### src/logic/tma_pkg.sv
// Package with the register map, source table, timing counts and carriers of the arbiter.
package tma_pkg;

    // Number of maskable sources: four request pins and twenty-five peripheral events.
    localparam int NSRC = 29;
    localparam int NEXT_SRC = 4;

    // Register byte offsets on the APB.
    localparam logic [7:0] OFF_SYSCTL = 8'h00;
    localparam logic [7:0] OFF_PRIO_A = 8'h04;
    localparam logic [7:0] OFF_PRIO_B = 8'h08;
    localparam logic [7:0] OFF_ENABLE = 8'h0C;
    localparam logic [7:0] OFF_CCR = 8'h10;
    localparam logic [7:0] OFF_MEMCFG = 8'h14;
    localparam logic [7:0] OFF_STATUS = 8'h18;
    localparam logic [7:0] OFF_PENDING = 8'h1C;

    // Field positions.
    localparam int UME_BIT = 0;
    localparam int GMASK_BIT = 7;
    localparam int UMASK_BIT = 6;

    // Reset values.
    localparam logic SYSCTL_RST = 1'h1;
    localparam logic [7:0] PRIO_RST = 8'h00;
    localparam logic [28:0] ENABLE_RST = 29'h0000_0000;
    localparam logic [7:0] CCR_RST = 8'h80;
    localparam logic [1:0] MEMCFG_RST = 2'h0;

    // Memory types that set the access counts.
    localparam logic [1:0] MEM_ONCHIP = 2'h0;
    localparam logic [1:0] MEM_TWO = 2'h1;
    localparam logic [1:0] MEM_THREE = 2'h2;

    // Timing counts in states, one state per clock.
    localparam logic [3:0] ACC_ONCHIP = 4'h4;
    localparam logic [3:0] ACC_TWO = 4'h8;
    localparam logic [3:0] ACC_THREE = 4'hC;
    localparam logic [3:0] DECIDE_EXT = 4'h2;
    localparam logic [3:0] DECIDE_INT = 4'h1;
    localparam logic [3:0] PROC_HALF = 4'h2;

    // Vector numbers, index 28 first, and the priority bit of each source in {prio_a, prio_b}.
    localparam logic [5:0] NMI_VEC = 6'h07;
    localparam logic [28:0][5:0] SRC_VEC = {
        6'h3C, 6'h3B, 6'h3A, 6'h39, 6'h38, 6'h37, 6'h36, 6'h35, 6'h34, 6'h2A,
        6'h29, 6'h28, 6'h26, 6'h25, 6'h24, 6'h22, 6'h21, 6'h20, 6'h1E, 6'h1D,
        6'h1C, 6'h1A, 6'h19, 6'h18, 6'h14, 6'h11, 6'h10, 6'h0D, 6'h0C};
    localparam logic [28:0][3:0] SRC_PBIT = {
        4'h1, 4'h2, 4'h2, 4'h2, 4'h2, 4'h3, 4'h3, 4'h3, 4'h3, 4'h6,
        4'h6, 4'h6, 4'h7, 4'h7, 4'h7, 4'h8, 4'h8, 4'h8, 4'h9, 4'h9,
        4'h9, 4'hA, 4'hA, 4'hA, 4'hB, 4'hC, 4'hC, 4'hE, 4'hF};

    typedef enum logic [3:0] {
        ST_IDLE, ST_DECIDE, ST_WAIT_INSN, ST_PROC_A, ST_PREF_A,
        ST_STACK, ST_MASK, ST_VECTOR, ST_PREF_B, ST_PROC_B
    } tma_state_e;

    typedef struct packed {
        logic psel;
        logic penable;
        logic pwrite;
        logic [7:0] paddr;
        logic [31:0] pwdata;
    } tma_apb_req_s;

    typedef struct packed {
        logic internal;
        logic prefetch;
        logic stack_save;
        logic vector_fetch;
    } tma_phase_s;

    typedef struct packed {
        logic found;
        logic [4:0] idx;
    } tma_pick_s;

endpackage : tma_pkg

### src/logic/tma_arbiter.sv
// Interrupt arbiter with two-level masking and exception entry sequencing.
// Summary of operation
// - UME=1 uses global mask; else both masks
// - NMI always accepted except reset or standby
// - Each source has an enable bit
// - Forward request only when condition and enable
// - UME=1: global mask blocks all maskable requests
// - Select highest programmed level, others stay pending
// - Equal levels resolved by fixed default order
// - Smaller vector number wins in default order
// - Priority bits programmable; reset gives default order
// - Entry starts after current instruction completes
// - Push return PC and condition codes
// - UME=1: set global mask after stack save
// - Form vector address, start routine from it
// - UME=0: level 0 masked by global mask
// - UME=0: level 1 masked only by both
// - UME=0, global mask clear: accept any request
// - UME=0: entry sets both mask bits
// - Decision takes 2 states external, 1 internal
// - Stack and vector take 4, 8, 12 states
// - Two prefetches together take 4, 8, 12 states
// - Four internal processing states, split in two
// - Wait states lengthen three-state accesses
`timescale 1ns/1ps
module tma_arbiter (
    input wire logic i_mclk,
    input wire logic i_rstn,
    input wire tma_pkg::tma_apb_req_s i_apb,
    output logic [31:0] o_prdata,
    output logic o_pready,
    output logic o_pslverr,
    input wire logic i_nmi,
    input wire logic [3:0] i_ext_req,
    input wire logic [24:0] i_per_req,
    input wire logic i_hw_standby,
    input wire logic i_wait,
    input wire logic i_insn_done,
    input wire logic [23:0] i_next_pc,
    output logic o_busy,
    output logic o_accept,
    output logic o_done,
    output tma_pkg::tma_phase_s o_phase,
    output logic [5:0] o_vector,
    output logic [15:0] o_vec_addr,
    output logic [23:0] o_saved_pc,
    output logic [7:0] o_saved_ccr,
    output logic [7:0] o_ccr
);

    // Picks the lowest index among the set bits, which is the smallest vector number.
    function automatic tma_pkg::tma_pick_s pick_first(input logic [28:0] cand);
        tma_pkg::tma_pick_s res;
        res = '0;
        for (int i = tma_pkg::NSRC - 1; i >= 0; i--) begin
            if (cand[i]) begin
                res.found = 1'b1;
                res.idx = i[4:0];
            end
        end
        return res;
    endfunction : pick_first

    // Length of a timed phase for the memory type latched when the request is selected in idle.
    function automatic logic [3:0] phase_len(input tma_pkg::tma_state_e s, input logic [1:0] mem);
        logic [3:0] acc;
        acc = (mem == tma_pkg::MEM_ONCHIP) ? tma_pkg::ACC_ONCHIP :
              (mem == tma_pkg::MEM_TWO) ? tma_pkg::ACC_TWO : tma_pkg::ACC_THREE;
        case (s)
            tma_pkg::ST_PROC_A, tma_pkg::ST_PROC_B: phase_len = tma_pkg::PROC_HALF;
            tma_pkg::ST_PREF_A, tma_pkg::ST_PREF_B: phase_len = {1'b0, acc[3:1]};
            tma_pkg::ST_STACK, tma_pkg::ST_VECTOR: phase_len = acc;
            default: phase_len = 4'h1;
        endcase
    endfunction : phase_len

    // Successor of each timed phase in the entry sequence.
    function automatic tma_pkg::tma_state_e phase_next(input tma_pkg::tma_state_e s);
        case (s)
            tma_pkg::ST_PROC_A: phase_next = tma_pkg::ST_PREF_A;
            tma_pkg::ST_PREF_A: phase_next = tma_pkg::ST_STACK;
            tma_pkg::ST_STACK: phase_next = tma_pkg::ST_MASK;
            tma_pkg::ST_MASK: phase_next = tma_pkg::ST_VECTOR;
            tma_pkg::ST_VECTOR: phase_next = tma_pkg::ST_PREF_B;
            tma_pkg::ST_PREF_B: phase_next = tma_pkg::ST_PROC_B;
            default: phase_next = tma_pkg::ST_IDLE;
        endcase
    endfunction : phase_next

    logic [1:0] nmi_sync;
    logic [1:0] stby_sync;
    logic [1:0] wait_sync;
    logic [15:0] prio_cat;
    logic [3:0] ext_sync_a4;
    logic [3:0] ext_sync_b;
    logic nmi_prev;
    logic nmi_pend;
    logic ume;
    logic [7:0] prio_a;
    logic [7:0] prio_b;
    logic [28:0] enable;
    logic [7:0] condition_code_reg;
    logic [1:0] memcfg;
    tma_pkg::tma_state_e state;
    logic [3:0] cnt;
    logic [1:0] acc_mem;
    logic [5:0] sel_vec;
    logic sel_is_nmi;
    logic stby;
    logic [28:0] req;
    logic [28:0] level;
    logic [28:0] elig;
    tma_pkg::tma_pick_s pick_hi;
    tma_pkg::tma_pick_s pick_lo;
    tma_pkg::tma_pick_s pick;
    logic pick_internal;
    logic gmask;
    logic umask;
    logic stall;
    logic wr_en;
    logic hw_mask_set;
    logic mapped;

    // Pins from outside the clock domain pass two flops; only the second one is read.
    always_ff @(posedge i_mclk or negedge i_rstn) begin
        if (!i_rstn) begin
            nmi_sync <= 2'h0;
            stby_sync <= 2'h0;
            wait_sync <= 2'h0;
            ext_sync_a4 <= 4'h0;
            ext_sync_b <= 4'h0;
        end else begin
            nmi_sync <= {nmi_sync[0], i_nmi};
            stby_sync <= {stby_sync[0], i_hw_standby};
            wait_sync <= {wait_sync[0], i_wait};
            ext_sync_a4 <= i_ext_req;
            ext_sync_b <= ext_sync_a4;
        end
    end
    assign stby = stby_sync[1];

    // The non-maskable request is caught on its rising edge and held until taken or until standby clears it.
    // A new edge in the cycle of acceptance sets the flag again, so it is not lost.
    always_ff @(posedge i_mclk or negedge i_rstn) begin
        if (!i_rstn) begin
            nmi_prev <= 1'b0;
            nmi_pend <= 1'b0;
        end else begin
            nmi_prev <= nmi_sync[1];
            if (stby) begin
                nmi_pend <= 1'b0;
            end else if (nmi_sync[1] && !nmi_prev) begin
                nmi_pend <= 1'b1;
            end else if (state == tma_pkg::ST_IDLE && nmi_pend) begin
                nmi_pend <= 1'b0;
            end
        end
    end

    // Both priority registers side by side, so one bit index names the level of a source.
    assign prio_cat = {prio_a, prio_b};

    // Requests count only with their enable bit; each gets its level from the priority bits.
    always_comb begin
        req = {i_per_req, ext_sync_b} & enable;
        for (int i = 0; i < tma_pkg::NSRC; i++) begin
            level[i] = prio_cat[tma_pkg::SRC_PBIT[i]];
        end
    end

    assign gmask = condition_code_reg[tma_pkg::GMASK_BIT];
    assign umask = condition_code_reg[tma_pkg::UMASK_BIT];

    // Mask filter: with UME set the global mask alone gates; without it level 1 needs both.
    always_comb begin
        if (ume) begin
            elig = gmask ? 29'h0000_0000 : req;
        end else if (!gmask) begin
            elig = req;
        end else if (!umask) begin
            elig = req & level;
        end else begin
            elig = 29'h0000_0000;
        end
    end

    // Level 1 sources win over level 0; inside a level the smaller vector wins.
    // Filtering before selection gives the same winner as select-then-mask, since a
    // masked level 1 request implies every level 0 request is masked as well.
    always_comb begin
        pick_hi = pick_first(elig & level);
        pick_lo = pick_first(elig & ~level);
        pick = pick_hi.found ? pick_hi : pick_lo;
        pick_internal = (pick.idx >= 5'(tma_pkg::NEXT_SRC));
    end

    // Wait states stretch only the memory phases and only for three-state memory.
    assign stall = wait_sync[1] && (acc_mem == tma_pkg::MEM_THREE) &&
        (state == tma_pkg::ST_PREF_A || state == tma_pkg::ST_STACK ||
         state == tma_pkg::ST_VECTOR || state == tma_pkg::ST_PREF_B);

    // Entry sequencer; standby drops any entry in progress and holds the block idle.
    always_ff @(posedge i_mclk or negedge i_rstn) begin
        if (!i_rstn) begin
            state <= tma_pkg::ST_IDLE;
            cnt <= 4'h0;
            acc_mem <= tma_pkg::MEM_ONCHIP;
            sel_vec <= 6'h00;
            sel_is_nmi <= 1'b0;
        end else if (stby) begin
            state <= tma_pkg::ST_IDLE;
            cnt <= 4'h0;
        end else begin
            case (state)
                tma_pkg::ST_IDLE: begin
                    // Idle looks at the masks again every cycle, so a held request goes
                    // as soon as it is unmasked.
                    if (nmi_pend) begin
                        state <= tma_pkg::ST_DECIDE;
                        cnt <= tma_pkg::DECIDE_EXT;
                        sel_vec <= tma_pkg::NMI_VEC;
                        sel_is_nmi <= 1'b1;
                        acc_mem <= memcfg;
                    end else if (pick.found) begin
                        state <= tma_pkg::ST_DECIDE;
                        cnt <= pick_internal ? tma_pkg::DECIDE_INT : tma_pkg::DECIDE_EXT;
                        sel_vec <= tma_pkg::SRC_VEC[pick.idx];
                        sel_is_nmi <= 1'b0;
                        acc_mem <= memcfg;
                    end
                end
                tma_pkg::ST_DECIDE: begin
                    if (cnt == 4'h1) begin
                        state <= tma_pkg::ST_WAIT_INSN;
                    end else begin
                        cnt <= cnt - 4'h1;
                    end
                end
                tma_pkg::ST_WAIT_INSN: begin
                    if (i_insn_done) begin
                        state <= tma_pkg::ST_PROC_A;
                        cnt <= phase_len(tma_pkg::ST_PROC_A, acc_mem);
                    end
                end
                default: begin
                    if (!stall) begin
                        if (cnt == 4'h1) begin
                            state <= phase_next(state);
                            cnt <= phase_len(phase_next(state), acc_mem);
                        end else begin
                            cnt <= cnt - 4'h1;
                        end
                    end
                end
            endcase
        end
    end

    // Return address and condition codes are captured at the instruction boundary.
    always_ff @(posedge i_mclk or negedge i_rstn) begin
        if (!i_rstn) begin
            o_saved_pc <= 24'h00_0000;
            o_saved_ccr <= 8'h00;
        end else if (state == tma_pkg::ST_WAIT_INSN && i_insn_done && !stby) begin
            o_saved_pc <= i_next_pc;
            o_saved_ccr <= condition_code_reg;
        end
    end

    // Vector number and its address appear once the masks are updated.
    always_ff @(posedge i_mclk or negedge i_rstn) begin
        if (!i_rstn) begin
            o_vector <= 6'h00;
            o_vec_addr <= 16'h0000;
        end else if (state == tma_pkg::ST_MASK && !stby) begin
            o_vector <= sel_vec;
            o_vec_addr <= {8'h00, sel_vec, 2'b00};
        end
    end

    // Phase strobes, acceptance and completion pulses.
    always_ff @(posedge i_mclk or negedge i_rstn) begin
        if (!i_rstn) begin
            o_accept <= 1'b0;
            o_done <= 1'b0;
        end else begin
            o_accept <= !stby && state == tma_pkg::ST_WAIT_INSN && i_insn_done;
            o_done <= !stby && state == tma_pkg::ST_PROC_B && cnt == 4'h1;
        end
    end
    assign o_busy = (state != tma_pkg::ST_IDLE);
    assign o_phase.internal = (state == tma_pkg::ST_PROC_A || state == tma_pkg::ST_PROC_B);
    assign o_phase.prefetch = (state == tma_pkg::ST_PREF_A || state == tma_pkg::ST_PREF_B);
    assign o_phase.stack_save = (state == tma_pkg::ST_STACK);
    assign o_phase.vector_fetch = (state == tma_pkg::ST_VECTOR);

    // APB decode; the bus never waits, so reads are staged in the setup cycle.
    assign wr_en = i_apb.psel && i_apb.penable && i_apb.pwrite;
    assign hw_mask_set = (state == tma_pkg::ST_MASK) && !stby;
    always_comb begin
        case (i_apb.paddr)
            tma_pkg::OFF_SYSCTL, tma_pkg::OFF_PRIO_A, tma_pkg::OFF_PRIO_B, tma_pkg::OFF_ENABLE,
            tma_pkg::OFF_CCR, tma_pkg::OFF_MEMCFG, tma_pkg::OFF_STATUS,
            tma_pkg::OFF_PENDING: mapped = 1'b1;
            default: mapped = 1'b0;
        endcase
    end
    assign o_pready = 1'b1;
    assign o_pslverr = i_apb.psel && i_apb.penable && !mapped;

    // Control registers; the hardware mask update wins over a same-cycle write.
    always_ff @(posedge i_mclk or negedge i_rstn) begin
        if (!i_rstn) begin
            ume <= tma_pkg::SYSCTL_RST;
            prio_a <= tma_pkg::PRIO_RST;
            prio_b <= tma_pkg::PRIO_RST;
            enable <= tma_pkg::ENABLE_RST;
            memcfg <= tma_pkg::MEMCFG_RST;
        end else if (wr_en) begin
            case (i_apb.paddr)
                tma_pkg::OFF_SYSCTL: ume <= i_apb.pwdata[tma_pkg::UME_BIT];
                tma_pkg::OFF_PRIO_A: prio_a <= i_apb.pwdata[7:0];
                tma_pkg::OFF_PRIO_B: prio_b <= i_apb.pwdata[7:0];
                tma_pkg::OFF_ENABLE: enable <= i_apb.pwdata[28:0];
                tma_pkg::OFF_MEMCFG: memcfg <= i_apb.pwdata[1:0];
                default: ;
            endcase
        end
    end

    // Condition codes: software writes, exception entry raises the global mask bit, and with UME clear the other mask bit too.
    always_ff @(posedge i_mclk or negedge i_rstn) begin
        if (!i_rstn) begin
            condition_code_reg <= tma_pkg::CCR_RST;
        end else begin
            if (wr_en && i_apb.paddr == tma_pkg::OFF_CCR) begin
                condition_code_reg <= i_apb.pwdata[7:0];
            end
            if (hw_mask_set) begin
                condition_code_reg[tma_pkg::GMASK_BIT] <= 1'b1;
                if (!ume) begin
                    condition_code_reg[tma_pkg::UMASK_BIT] <= 1'b1;
                end
            end
        end
    end
    assign o_ccr = condition_code_reg;

    // Read data is taken in the setup cycle and stands through the access cycle.
    always_ff @(posedge i_mclk or negedge i_rstn) begin
        if (!i_rstn) begin
            o_prdata <= 32'h0000_0000;
        end else if (i_apb.psel && !i_apb.penable && !i_apb.pwrite) begin
            case (i_apb.paddr)
                tma_pkg::OFF_SYSCTL: o_prdata <= {31'h0000_0000, ume};
                tma_pkg::OFF_PRIO_A: o_prdata <= {24'h00_0000, prio_a};
                tma_pkg::OFF_PRIO_B: o_prdata <= {24'h00_0000, prio_b};
                tma_pkg::OFF_ENABLE: o_prdata <= {3'h0, enable};
                tma_pkg::OFF_CCR: o_prdata <= {24'h00_0000, condition_code_reg};
                tma_pkg::OFF_MEMCFG: o_prdata <= {30'h0000_0000, memcfg};
                tma_pkg::OFF_STATUS: o_prdata <= {16'h0000, nmi_pend, sel_is_nmi, sel_vec,
                    4'h0, 4'(state)};
                tma_pkg::OFF_PENDING: o_prdata <= {3'h0, req};
                default: o_prdata <= 32'h0000_0000;
            endcase
        end
    end
endmodule : tma_arbiter

### config.mk
export PLATFORM = sky130hd
export DESIGN_NAME = tma_arbiter
export DESIGN_NICKNAME = d
export VERILOG_FILES = /design/src/logic/tma_pkg.sv /design/src/logic/tma_arbiter.sv
export SDC_FILE = /design/constraint.sdc
export NUM_CORES = 1
export LEC_CHECK = 0
export BUFFER_PORTS_ARGS = -buffer_cell sky130_fd_sc_hd__buf_2
export CAP_MARGIN = 20
export CORE_UTILIZATION = 53
export CTS_BUF_LIST = sky130_fd_sc_hd__clkbuf_2 sky130_fd_sc_hd__clkbuf_4 sky130_fd_sc_hd__clkbuf_8
export CTS_CLUSTER_SIZE = 16
export DETAILED_ROUTE_END_ITERATION = 8
export GPL_TIMING_DRIVEN = 0
export PLACE_DENSITY = 0.9
export SLEW_MARGIN = 20
export SYNTH_ARGS = -nofsm -noshare
export SYNTH_HDL_FRONTEND = slang
export SYNTH_SLANG_ARGS = --single-unit
### constraint.sdc
create_clock -name i_mclk -period 4.2 [get_ports i_mclk]
set_input_delay 0.63 -clock i_mclk [delete_from_list [all_inputs] [get_ports i_mclk]]
set_output_delay 0.63 -clock i_mclk [all_outputs]
set_load 0.02 [all_outputs]
==> flow_metrics.py, run 1 <==
metrics = {
    "run_status": {
        "outcome": "completed",
    },
    "grt": {
        "grt-ovfl-total": 0,
        "grt_pass1_wl_um": 38300,
        "grt_max_degree": 88,
        "track_usage_pct": 30.0,
        "first_global_vias": 7429,
        "antenna_found_initial": 2,
    },
    "finish": {
        "filler_cell_count": 1273,
        "num-nets-final": 1216,
        "syn2layout_area_growth_pct": 20.0,
        "utilization_pct": 64.7,
        "drive_gt1_share_pct": 29.4,
        "fin_cells": 1338,
    },
    "floorplan": {
        "num_io_pins": 205,
        "die_height_um": 129,
        "start_util_pct": 54.0,
        "core_area_um2": 15800,
        "die_area_um2": 16600,
        "die_w_um": 129,
        "rows": 46,
    },
    "routing": {
        "firstDrtPassIters": 5,
        "drc": 0,
        "post_drt_via_cell_ratio": 5.98,
        "drtIter0Drc": 828,
        "wl_per_cell_um": 18.1,
        "finalWirelength_um": 24200,
        "antenna_left": 0,
        "vias": 7996,
    },
    "placement": {
        "gp_congestion": 0.974,
        "hpwl_um": 18200,
        "numPortBuffers": 184,
        "dp_cells": 1304,
    },
    "synth": {
        "syn_area_um2": 8540,
        "synthFlopType": "dfrtp_1",
        "ys_async_sr_fraction_pct": 100,
        "ys_warn_count": 0,
        "synth_edf_count": 0,
        "synthMostInstantiatedCell": "nand2_1",
        "synth_cells": 891,
        "synth.distinct_cells": 81,
        "synth_area_per_cell_um2": 9.58,
        "synth_top_area_share_pct": 45.7,
        "ys_ff_latch": 158,
        "synthTopCellsByCount": "nand2_1, dfrtp_1, mux2_2",
        "synth_top_cell_by_area": "dfrtp_1",
        "synth_top_cells_by_area": "dfrtp_1, nand2_1, mux2_2",
        "ys_seq_area_share_pct": 46.3,
    },
    "cts": {
        "cts_tree": "done",
        "cts_buffer_depth": 2,
        "cts_setup_buffers": 0,
        "cts_sinks": 158,
        "numCtsBuffers": 17,
        "clkTransAtPathRegs_ns": 0.10,
        "htree_levels": 4,
        "cts-root-buf": "clkbuf_8",
        "cts_resized": 0,
        "holdBufCountCts": 0,
        "clock_latency_ns": 0.47,
    },
    "sta": {
        "relSlewSlack_pct": 39.4,
        "hold_violations": 0,
        "finalSetupViolCount": 0,
        "worstMarginPinSlew_ns": 0.902,
        "holdWs_ns": 0.107,
        "maxSlewViolCount": 0,
        "rsz0062_at_grt": "no",
        "fin_tns_setup_ns": 0,
        "fmax_mhz": 259,
        "worst_clock_skew_ns": 0.0155,
        "finalCritPeriodShare_pct": 91.9,
        "layout_min_cycle_time_ns": 3.86,
    },
    "power_and_ir_drop": {
        "powerDensity_nw_per_um2": 411,
        "switching_share_pct": 37.7,
        "p_comb_share_pct": 28.0,
        "seqPwrFrac_pct": 44.5,
        "clkPwrFrac_pct": 27.5,
        "p_total_mw": 4.21,
        "p_sw_mw": 1.59,
        "irDropWorstVdd_v": 0.000404,
        "p_int_mw": 2.62,
        "leakagePower_nw": 5.05,
    },
    "setup_path": {
        "crit_type": "reg -> reg",
        "critPathLaunchType": "register",
        "critPathCaptureType": "register",
        "reg2regPathDepth": 14,
        "cp.required_ns": 4.54,
        "path_max_fanout": 10,
        "crit_start": "o_ccr[7]",
        "crit_arrival_ns": 4.20,
        "r2r_start": "o_ccr[7]",
    },
    "min_path": {
        "hold_path.class": "in -> async",
    },
    "run": {
        "cap_violations": 0,
    },
}
[cell families (layout without fill, tap and decap cells)]
group,after synthesis,after routing,share of synthesized area [%]
other,2,16,0.0879
buffers and inverters,78,295,4.53
xor gates and xnor gates,3,3,0.308
DFF,158,158,46.3
muxes,73,73,9.68
and+or+nand+nor,358,358,19.3
adders and majority gates,7,7,1.03
AOI/OAI and AO/OA,212,212,18.7
[final timing paths]
check / end / slack (ns)
max: sel_vec[0] / 0.34
min: o_prdata[16] / 0.11
max reg2reg: sel_vec[0] / 0.34
min reg2reg: ext_sync_b[0] / 0.36
max in group asynchronous: ume / 3.28
min in group i_mclk: wait_sync[0] / 0.26
[layout by cell type, fill, tap and decap left out, types with 6 or more instances in the layout]
cell and instances:
a2111oi_0 7, a211oi_1 8, a21oi_1 20, a22o_1 21, a22oi_1 10, a31oi_1 10
a32o_1 15, a32oi_1 15, and2_1 8, buf_2 189, buf_4 21, clkbuf_1 34
clkbuf_8 17, conb_1 14, dfrtp_1 156, ha_1 7, inv_1 12, mux2_2 66
nand2_1 200, nand2b_1 15, nand3_1 24, nor2_1 42, nor2b_1 7, nor3_1 14
nor3b_1 7, nor4_1 6, o211ai_1 7, o21ai_0 42, or3_1 7
[registers in the layout (all words and copies together) (netlist names), 2 cells and up]
| name | cells |
|---|---|
| wait_sync | 2 |
| nmi_sync | 2 |
| ext_sync_a4 | 4 |
| prio_a | 8 |
| o_prdata | 29 |
| enable | 29 |
| cnt | 4 |
| o_saved_ccr | 8 |
| sel_vec | 6 |
| acc_mem | 2 |
| state | 4 |
| stby_sync | 2 |
| o_vector | 6 |
| ext_sync_b | 4 |
| memcfg | 2 |
| o_ccr | 8 |
| o_saved_pc | 24 |
| prio_b | 8 |
[worst max-delay path: stages, from the launching register on]
cell and delay, ns:
dfstp_2 0.45, buf_4 0.21, nor4bb_1 0.72, a41oi_1 0.11, o211ai_1 0.15, a21oi_1 0.10
nor4_1 0.28, nor4_1 0.10, nor3_2 0.49, inv_1 0.16, ha_1 0.24, mux2_2 0.27
a221oi_1 0.25, or3_1 0.14, o41ai_1 0.06
[power by group through the flow]
stage / combinational (mW) / sequential [mW] / clock (mW)
2_1_floorplan: 0.590 / 2.05 / 0
3_3_place_gp: 1.14 / 1.89 / 0
3_5_place_dp: 1.17 / 1.90 / 0
4_1_cts: 1.17 / 1.87 / 1.17
5_1_grt: 1.28 / 1.90 / 1.23
6_report: 1.18 / 1.87 / 1.16
[final cells by class]
type	instances	area [µm²]	area share, %
Multi-Input combinational cell	667	4250	41.5
Clock inverter	15	188	1.83
Clock buffer	17	234	2.28
Timing Repair Buffer	185	958	9.36
Inverter	12	45.0	0.440
Tap cell	216	270	2.64
Buffer	66	342	3.33
Antenna cell	2	5.00	0.0489
Sequential cell	158	3960	38.6
[metal layers]
metal	vias to the layer above	track usage (%)	share of wire, %
li1	3656	-	-
met1	3855	41.2	43
met5	-	0	0
met2	422	46.5	46
met3	63	4.99	7.8
met4	0	14.0	3.5
[stage by stage]
stage	setup WS, ns	area (µm²)
floorplan	0.952	8580
global placement	0.0151	9780
detailed placement	-0.0190	9810
CTS	0.120	10200
global route	0.193	10200
finish	0.340	10200
No activity file was read; power rests on OpenSTA's default activity.
==> run 2, diff against run 1 <==
- BUFFER_PORTS_ARGS: -buffer_cell sky130_fd_sc_hd__buf_2 -> default
- DONT_BUFFER_PORTS: default -> 1
- PLACE_DENSITY: 0.9 -> 0.79
- REMOVE_ABC_BUFFERS: default -> 1
==> run 2 against run 1 <==
  * The run now ends with negative hold slack left
  * Largest cell class unchanged
  * Worst setup slack worse by 0.031 ns
  * Cell count fell by 19%
  * Highest routed layer unchanged
  * Total power is 6.9% lower
  * Largest power group unchanged
  * Sequential power up 14%
  * First-iteration DRC count shrank 18%
  * Non-clock buffer count shrank 249
  * Via count shrank 14%
==> flow_metrics.py, run 2 (synthesized netlist as in run 1, its figures left out) <==
metrics = {
    "finish": {
        "filler_cell_count": 1395,
        "drive_gt1_share_pct": 14.2,
        "reg_top3": "enable (29), o_prdata (29), o_saved_pc (24)",
        "syn2layout_area_growth_pct": 5.33,
        "fin_cells": 1088,
        "multi_input_area_um2": 4270,
        "num-nets-final": 967,
        "seqCellArea_um2": 3960,
        "layout.cells.most_common": "nand2_1",
        "layout_common_cells": "nand2_1, dfrtp_1, mux2_2, o21ai_0, nor2_1",
    },
    "power_and_ir_drop": {
        "p_sw_mw": 1.36,
        "leakagePower_nw": 4.03,
        "clkPwrFrac_pct": 30.0,
        "p_comb_share_pct": 15.2,
        "irDropWorstVdd_v": 0.000298,
        "seqPwrFrac_pct": 54.7,
        "p_total_mw": 3.92,
        "p_int_mw": 2.56,
        "switching_share_pct": 34.7,
        "powerDensity_nw_per_um2": 436,
    },
    "floorplan": {
        "die_w_um": 129,
        "die_area_um2": 16600,
        "rows": 46,
        "core_area_um2": 15800,
        "num_io_pins": 205,
        "die_height_um": 129,
        "start_util_pct": 54.0,
    },
    "setup_path": {
        "path_max_fanout": 26,
        "crit_arrival_ns": 4.21,
        "crit_type": "reg -> reg",
        "cp.required_ns": 4.52,
        "critPathLaunchType": "register",
        "critPathCaptureType": "register",
    },
    "cts": {
        "clock_latency_ns": 0.46,
        "cts_buffer_depth": 2,
        "numCtsBuffers": 17,
        "cts_tree": "done",
        "clkTransAtPathRegs_ns": 0.09,
        "htree_levels": 4,
        "cts_sinks": 158,
        "cts_setup_buffers": 0,
        "cts-root-buf": "clkbuf_8",
    },
    "grt": {
        "grt_pass1_wl_um": 34500,
        "first_global_vias": 6591,
        "grt-ovfl-total": 0,
        "track_usage_pct": 27.4,
        "grt_max_degree": 159,
        "antenna_found_initial": 1,
    },
    "sta": {
        "fin_tns_setup_ns": 0,
        "finalSetupViolCount": 0,
        "finalCritPeriodShare_pct": 92.6,
        "relSlewSlack_pct": 32.9,
        "worst_clock_skew_ns": 0.0109,
        "maxSlewViolCount": 0,
        "rsz0062_at_grt": "no",
        "fmax_mhz": 257,
        "hold_violations": 156,
        "holdWs_ns": -0.143,
        "worstMarginPinSlew_ns": 1.00,
        "layout_min_cycle_time_ns": 3.89,
        "setup_ws_ns": 0.310,
    },
    "placement": {
        "gp_congestion": 0.958,
        "dp_cells": 1055,
        "hpwl_um": 15900,
        "numPortBuffers": 0,
        "dpl_worst_slack_ns": 0.0438,
    },
    "routing": {
        "drc": 0,
        "finalWirelength_um": 22000,
        "firstDrtPassIters": 6,
        "post_drt_via_cell_ratio": 6.34,
        "drtIter0Drc": 682,
        "vias": 6893,
        "antenna_left": 0,
        "wl_per_cell_um": 20.2,
    },
    "run": {
        "cap_violations": 0,
    },
    "run_status": {
        "outcome": "complete, but fails checks",
        "violations": "negative hold slack",
    },
    "min_path": {
        "hold_path.class": "in -> async",
    },
}
[run 2: cell types whose count changed in the layout (fill, tap and decap cells not counted), sizes merged]
| cell | previous run | this run |
|---|---|---|
| buf | 217 | 2 |
| inv | 18 | 15 |
| diode | 2 | 1 |
| clkinv | 8 | 4 |
| clkbuf | 51 | 21 |
| bufinv | 0 | 2 |
| clkinvlp | 1 | 2 |
[run 2: worst paths after layout]
check	start	to	slack [ns]	depth (start not counted)
min in group i_mclk	i_ext_req[0]	ext_sync_a4[0]	0.18	0
hold reg to reg	stby_sync[0]	stby_sync[1]	0.35	0
setup reg to reg	o_ccr[7]	sel_vec[0]	0.31	11
hold / removal	i_rstn	enable[19]	-0.14	0
setup / recovery	o_ccr[7]	sel_vec[0]	0.31	11
max in group asynchronous	i_rstn	o_ccr[7]	4.07	0
[run 2: through the flow]
step,area [µm²],utilization (%)
2_1_floorplan,8240,-
3_3_place_gp,8510,53.8
3_5_place_dp,8580,54.2
4_1_cts,8990,56.8
5_1_grt,8990,56.8
6_report,8990,56.8
[run 2: repair_timing]
action / CTS / global route
setup endpoints to repair: 0 / 5
endpoints found under the hold margin: 157 / 156
gates resized for setup: 0 / 2
[run 2: routing by layer]
layer / vias up / routed length [µm] / track usage, %
met5: - / 0 / 0
met4: 0 / 604 / 11.8
met3: 38 / 2200 / 8.07
met2: 372 / 10100 / 44.1
met1: 3307 / 9090 / 34.3
li1: 3176 / - / -
[run 2: power groups by stage]
stage	Sequential [mW]	Combinational (mW)	Clock, mW
final	2.14	0.597	1.18
after global routing	2.18	0.669	1.25
after CTS	2.14	0.596	1.19
after detailed placement	2.16	0.602	0
after global placement	2.17	0.572	0
after floorplan	2.10	0.494	0
[run 2: final cells by class]
type                    count  share of cell area [%]
well taps                 216                    3.00
inverters                  12                   0.501
clock inverters            11                    1.47
repair buffers              2                   0.389
diodes                      1                  0.0278
clock buffers              21                    3.07
multi-input cells         667                    47.5
flip-flops and latches    158                    44.0
[run 2: worst max-delay path: stages, from the launching register on]
cell      delay (ns)
dfstp_4         0.84
o21a_2          0.40
a21oi_1         0.16
a311oi_2        0.39
nand4b_1        0.37
nor4_1          0.39
nor3_1          0.17
ha_1            0.34
mux2_2          0.28
a221oi_1        0.22
or3_1           0.14
o41ai_1         0.06
==> run 3, diff against run 2 <==
- CTS_BUF_LIST: sky130_fd_sc_hd__clkbuf_2 sky130_fd_sc_hd__clkbuf_4 sky130_fd_sc_hd__clkbuf_8 -> sky130_fd_sc_hd__clkbuf_4 sky130_fd_sc_hd__clkbuf_8 sky130_fd_sc_hd__clkbuf_16
- GPL_TIMING_DRIVEN: 0 -> default
==> run 3 against run 2 <==
  * The run still ends with negative hold slack left
  * Total power increased by 7.0%
  * Critical endpoint unchanged
  * Design area rose by 2.1%
  * Flip-flop and latch count unchanged
  * Wire length rose by 2.5%
  * Worst setup slack better by 0.12 ns
  * Via count rose by 1.1%
  * First-iteration DRC count is 4.5% higher
  * Highest routed layer unchanged
  * Fmax up 3.1%
  * Die area unchanged
  * Clock skew up 0.0021 ns
  * Critical path depth up 3
==> flow_metrics.py, run 3 (synthesized netlist as in run 1, its figures left out) <==
metrics = {
    "sta": {
        "fin_tns_setup_ns": 0,
        "holdWs_ns": -0.107,
        "maxSlewViolCount": 0,
        "rsz0062_at_grt": "no",
        "worst_clock_skew_ns": 0.0130,
        "hold_violations": 156,
        "relSlewSlack_pct": 40.4,
        "finalSetupViolCount": 0,
        "worstMarginPinSlew_ns": 0.893,
        "layout_min_cycle_time_ns": 3.77,
        "finalCritPeriodShare_pct": 89.9,
        "fmax_mhz": 265,
    },
    "setup_path": {
        "reg2regPathDepth": 14,
        "cpMostUsedCell": "buf_4",
        "path_max_fanout": 13,
        "crit_start": "o_ccr[7]",
        "path_cells": "buf_4, buf_4, nor2_1, a32oi_1, o21ai_0, a22oi_1, o2111ai_1, a41oi_2, inv_1, ha_1, mux2_2, a221oi_1, or3_1, o41ai_1",
        "r2r-end": "sel_vec[0]",
        "crit_path_end": "sel_vec[0]",
        "critPathLaunchType": "register",
        "critPathCaptureType": "register",
        "r2r_start": "o_ccr[7]",
        "cp.required_ns": 4.49,
        "rrSetupSlack_ns": 0.43,
        "max_stage_delay_ns": 0.70,
        "crit_arrival_ns": 4.06,
        "crit_slowest_cell": "dfstp_2",
        "crit_type": "reg -> reg",
    },
    "grt": {
        "track_usage_pct": 27.4,
        "grt_max_degree": 159,
        "grt_pass1_wl_um": 34500,
        "antenna_found_initial": 0,
        "first_global_vias": 6612,
        "grt-ovfl-total": 0,
    },
    "routing": {
        "firstDrtPassIters": 9,
        "antenna_left": 0,
        "wl_per_cell_um": 20.5,
        "finalWirelength_um": 22500,
        "post_drt_via_cell_ratio": 6.33,
        "vias": 6970,
        "drtIter0Drc": 713,
        "drc": 0,
    },
    "floorplan": {
        "core_area_um2": 15800,
        "num_io_pins": 205,
        "die_w_um": 129,
        "die_height_um": 129,
        "start_util_pct": 54.0,
        "die_area_um2": 16600,
        "rows": 46,
    },
    "power_and_ir_drop": {
        "powerDensity_nw_per_um2": 457,
        "irDropWorstVdd_v": 0.000270,
        "leakagePower_nw": 4.15,
    },
    "cts": {
        "cts_setup_buffers": 0,
        "cts-root-buf": "clkbuf_16",
        "htree_levels": 4,
        "clkTransAtPathRegs_ns": 0.07,
        "clock_latency_ns": 0.43,
        "cts_resized": 0,
        "cts_buffer_depth": 2,
        "cts_sinks": 158,
        "numCtsBuffers": 17,
        "cts_tree": "done",
    },
    "finish": {
        "layout.cells.most_common": "nand2_1",
        "syn2layout_area_growth_pct": 7.58,
        "num-nets-final": 981,
        "drive_gt1_share_pct": 14.9,
        "layout_common_cells": "nand2_1, dfrtp_1, mux2_2, o21ai_0, nor2_1",
        "antenna_cells": 0,
        "reg_top3": "enable (29), o_prdata (29), o_saved_pc (24)",
    },
    "min_path": {
        "hold_path.class": "in -> async",
    },
    "run": {
        "cap_violations": 0,
    },
    "run_status": {
        "outcome": "complete, but fails checks",
        "violations": "negative hold slack",
    },
    "placement": {
        "hpwl_um": 16200,
        "gp_congestion": 0.940,
        "numPortBuffers": 0,
    },
}
run 3: through the flow:
stage	worst slack (ns)	instances	utilization, %	total power [mW]	area, µm²
2_1_floorplan	0.358	837	-	2.59	8240
3_5_place_dp	0.445	1069	54.6	2.76	8640
5_1_grt	0.0715	1101	58.0	4.39	9190
6_report	0.425	1101	58.0	4.19	9190
4_1_cts	0.427	1101	58.0	4.22	9190
3_3_place_gp	0.487	1069	54.6	2.75	8640
run 3: power breakdown:
| group | switching, mW | internal, mW |
|---|---|---|
| clock | 0.659 | 0.790 |
| combinational | 0.343 | 0.255 |
| sequential | 0.419 | 1.73 |
run 3: worst max-delay path: cells and delay by family, from the launching register on:
family / cells / cell delay, ns
compound gates: 7 / 1.46
fa+ha+maj: 1 / 0.37
buf+inv: 3 / 0.63
flops: 1 / 0.70
mux: 1 / 0.28
simple gates: 2 / 0.21
run 3: layer usage:
layer / routed length (µm) / vias up / share of wire [%] / GRT usage, %
li1: - / 3175 / - / -
met1: 9210 / 3384 / 41 / 33.8
met2: 10600 / 370 / 47 / 45.0
met3: 2280 / 41 / 10 / 9.15
met4: 469 / 0 / 2.1 / 9.34
met5: 0 / - / 0 / 0
run 3: worst min path at each step:
| stage | startpoint | to | slack [ns] | cells after the start |
|---|---|---|---|---|
| final | i_rstn | o_prdata[26] | -0.11 | 0 |
| after global placement | stby_sync[0] | stby_sync[1] | 0.33 | 0 |
| after CTS | i_rstn | o_prdata[24] | -0.12 | 0 |
| after global routing | i_rstn | o_prdata[24] | -0.12 | 0 |
| after floorplan | i_rstn | acc_mem[0] | 0.33 | 0 |
| after detailed placement | i_rstn | o_prdata[26] | 0.34 | 0 |
run 3: cell type report:
type	instances	area [µm²]
Clock buffer	19	447
Clock inverter	13	104
Fill cell	1356	6640
Inverter	12	45.0
Multi-Input combinational cell	667	4240
Sequential cell	158	3960
Tap cell	216	270
Timing Repair Buffer	16	120
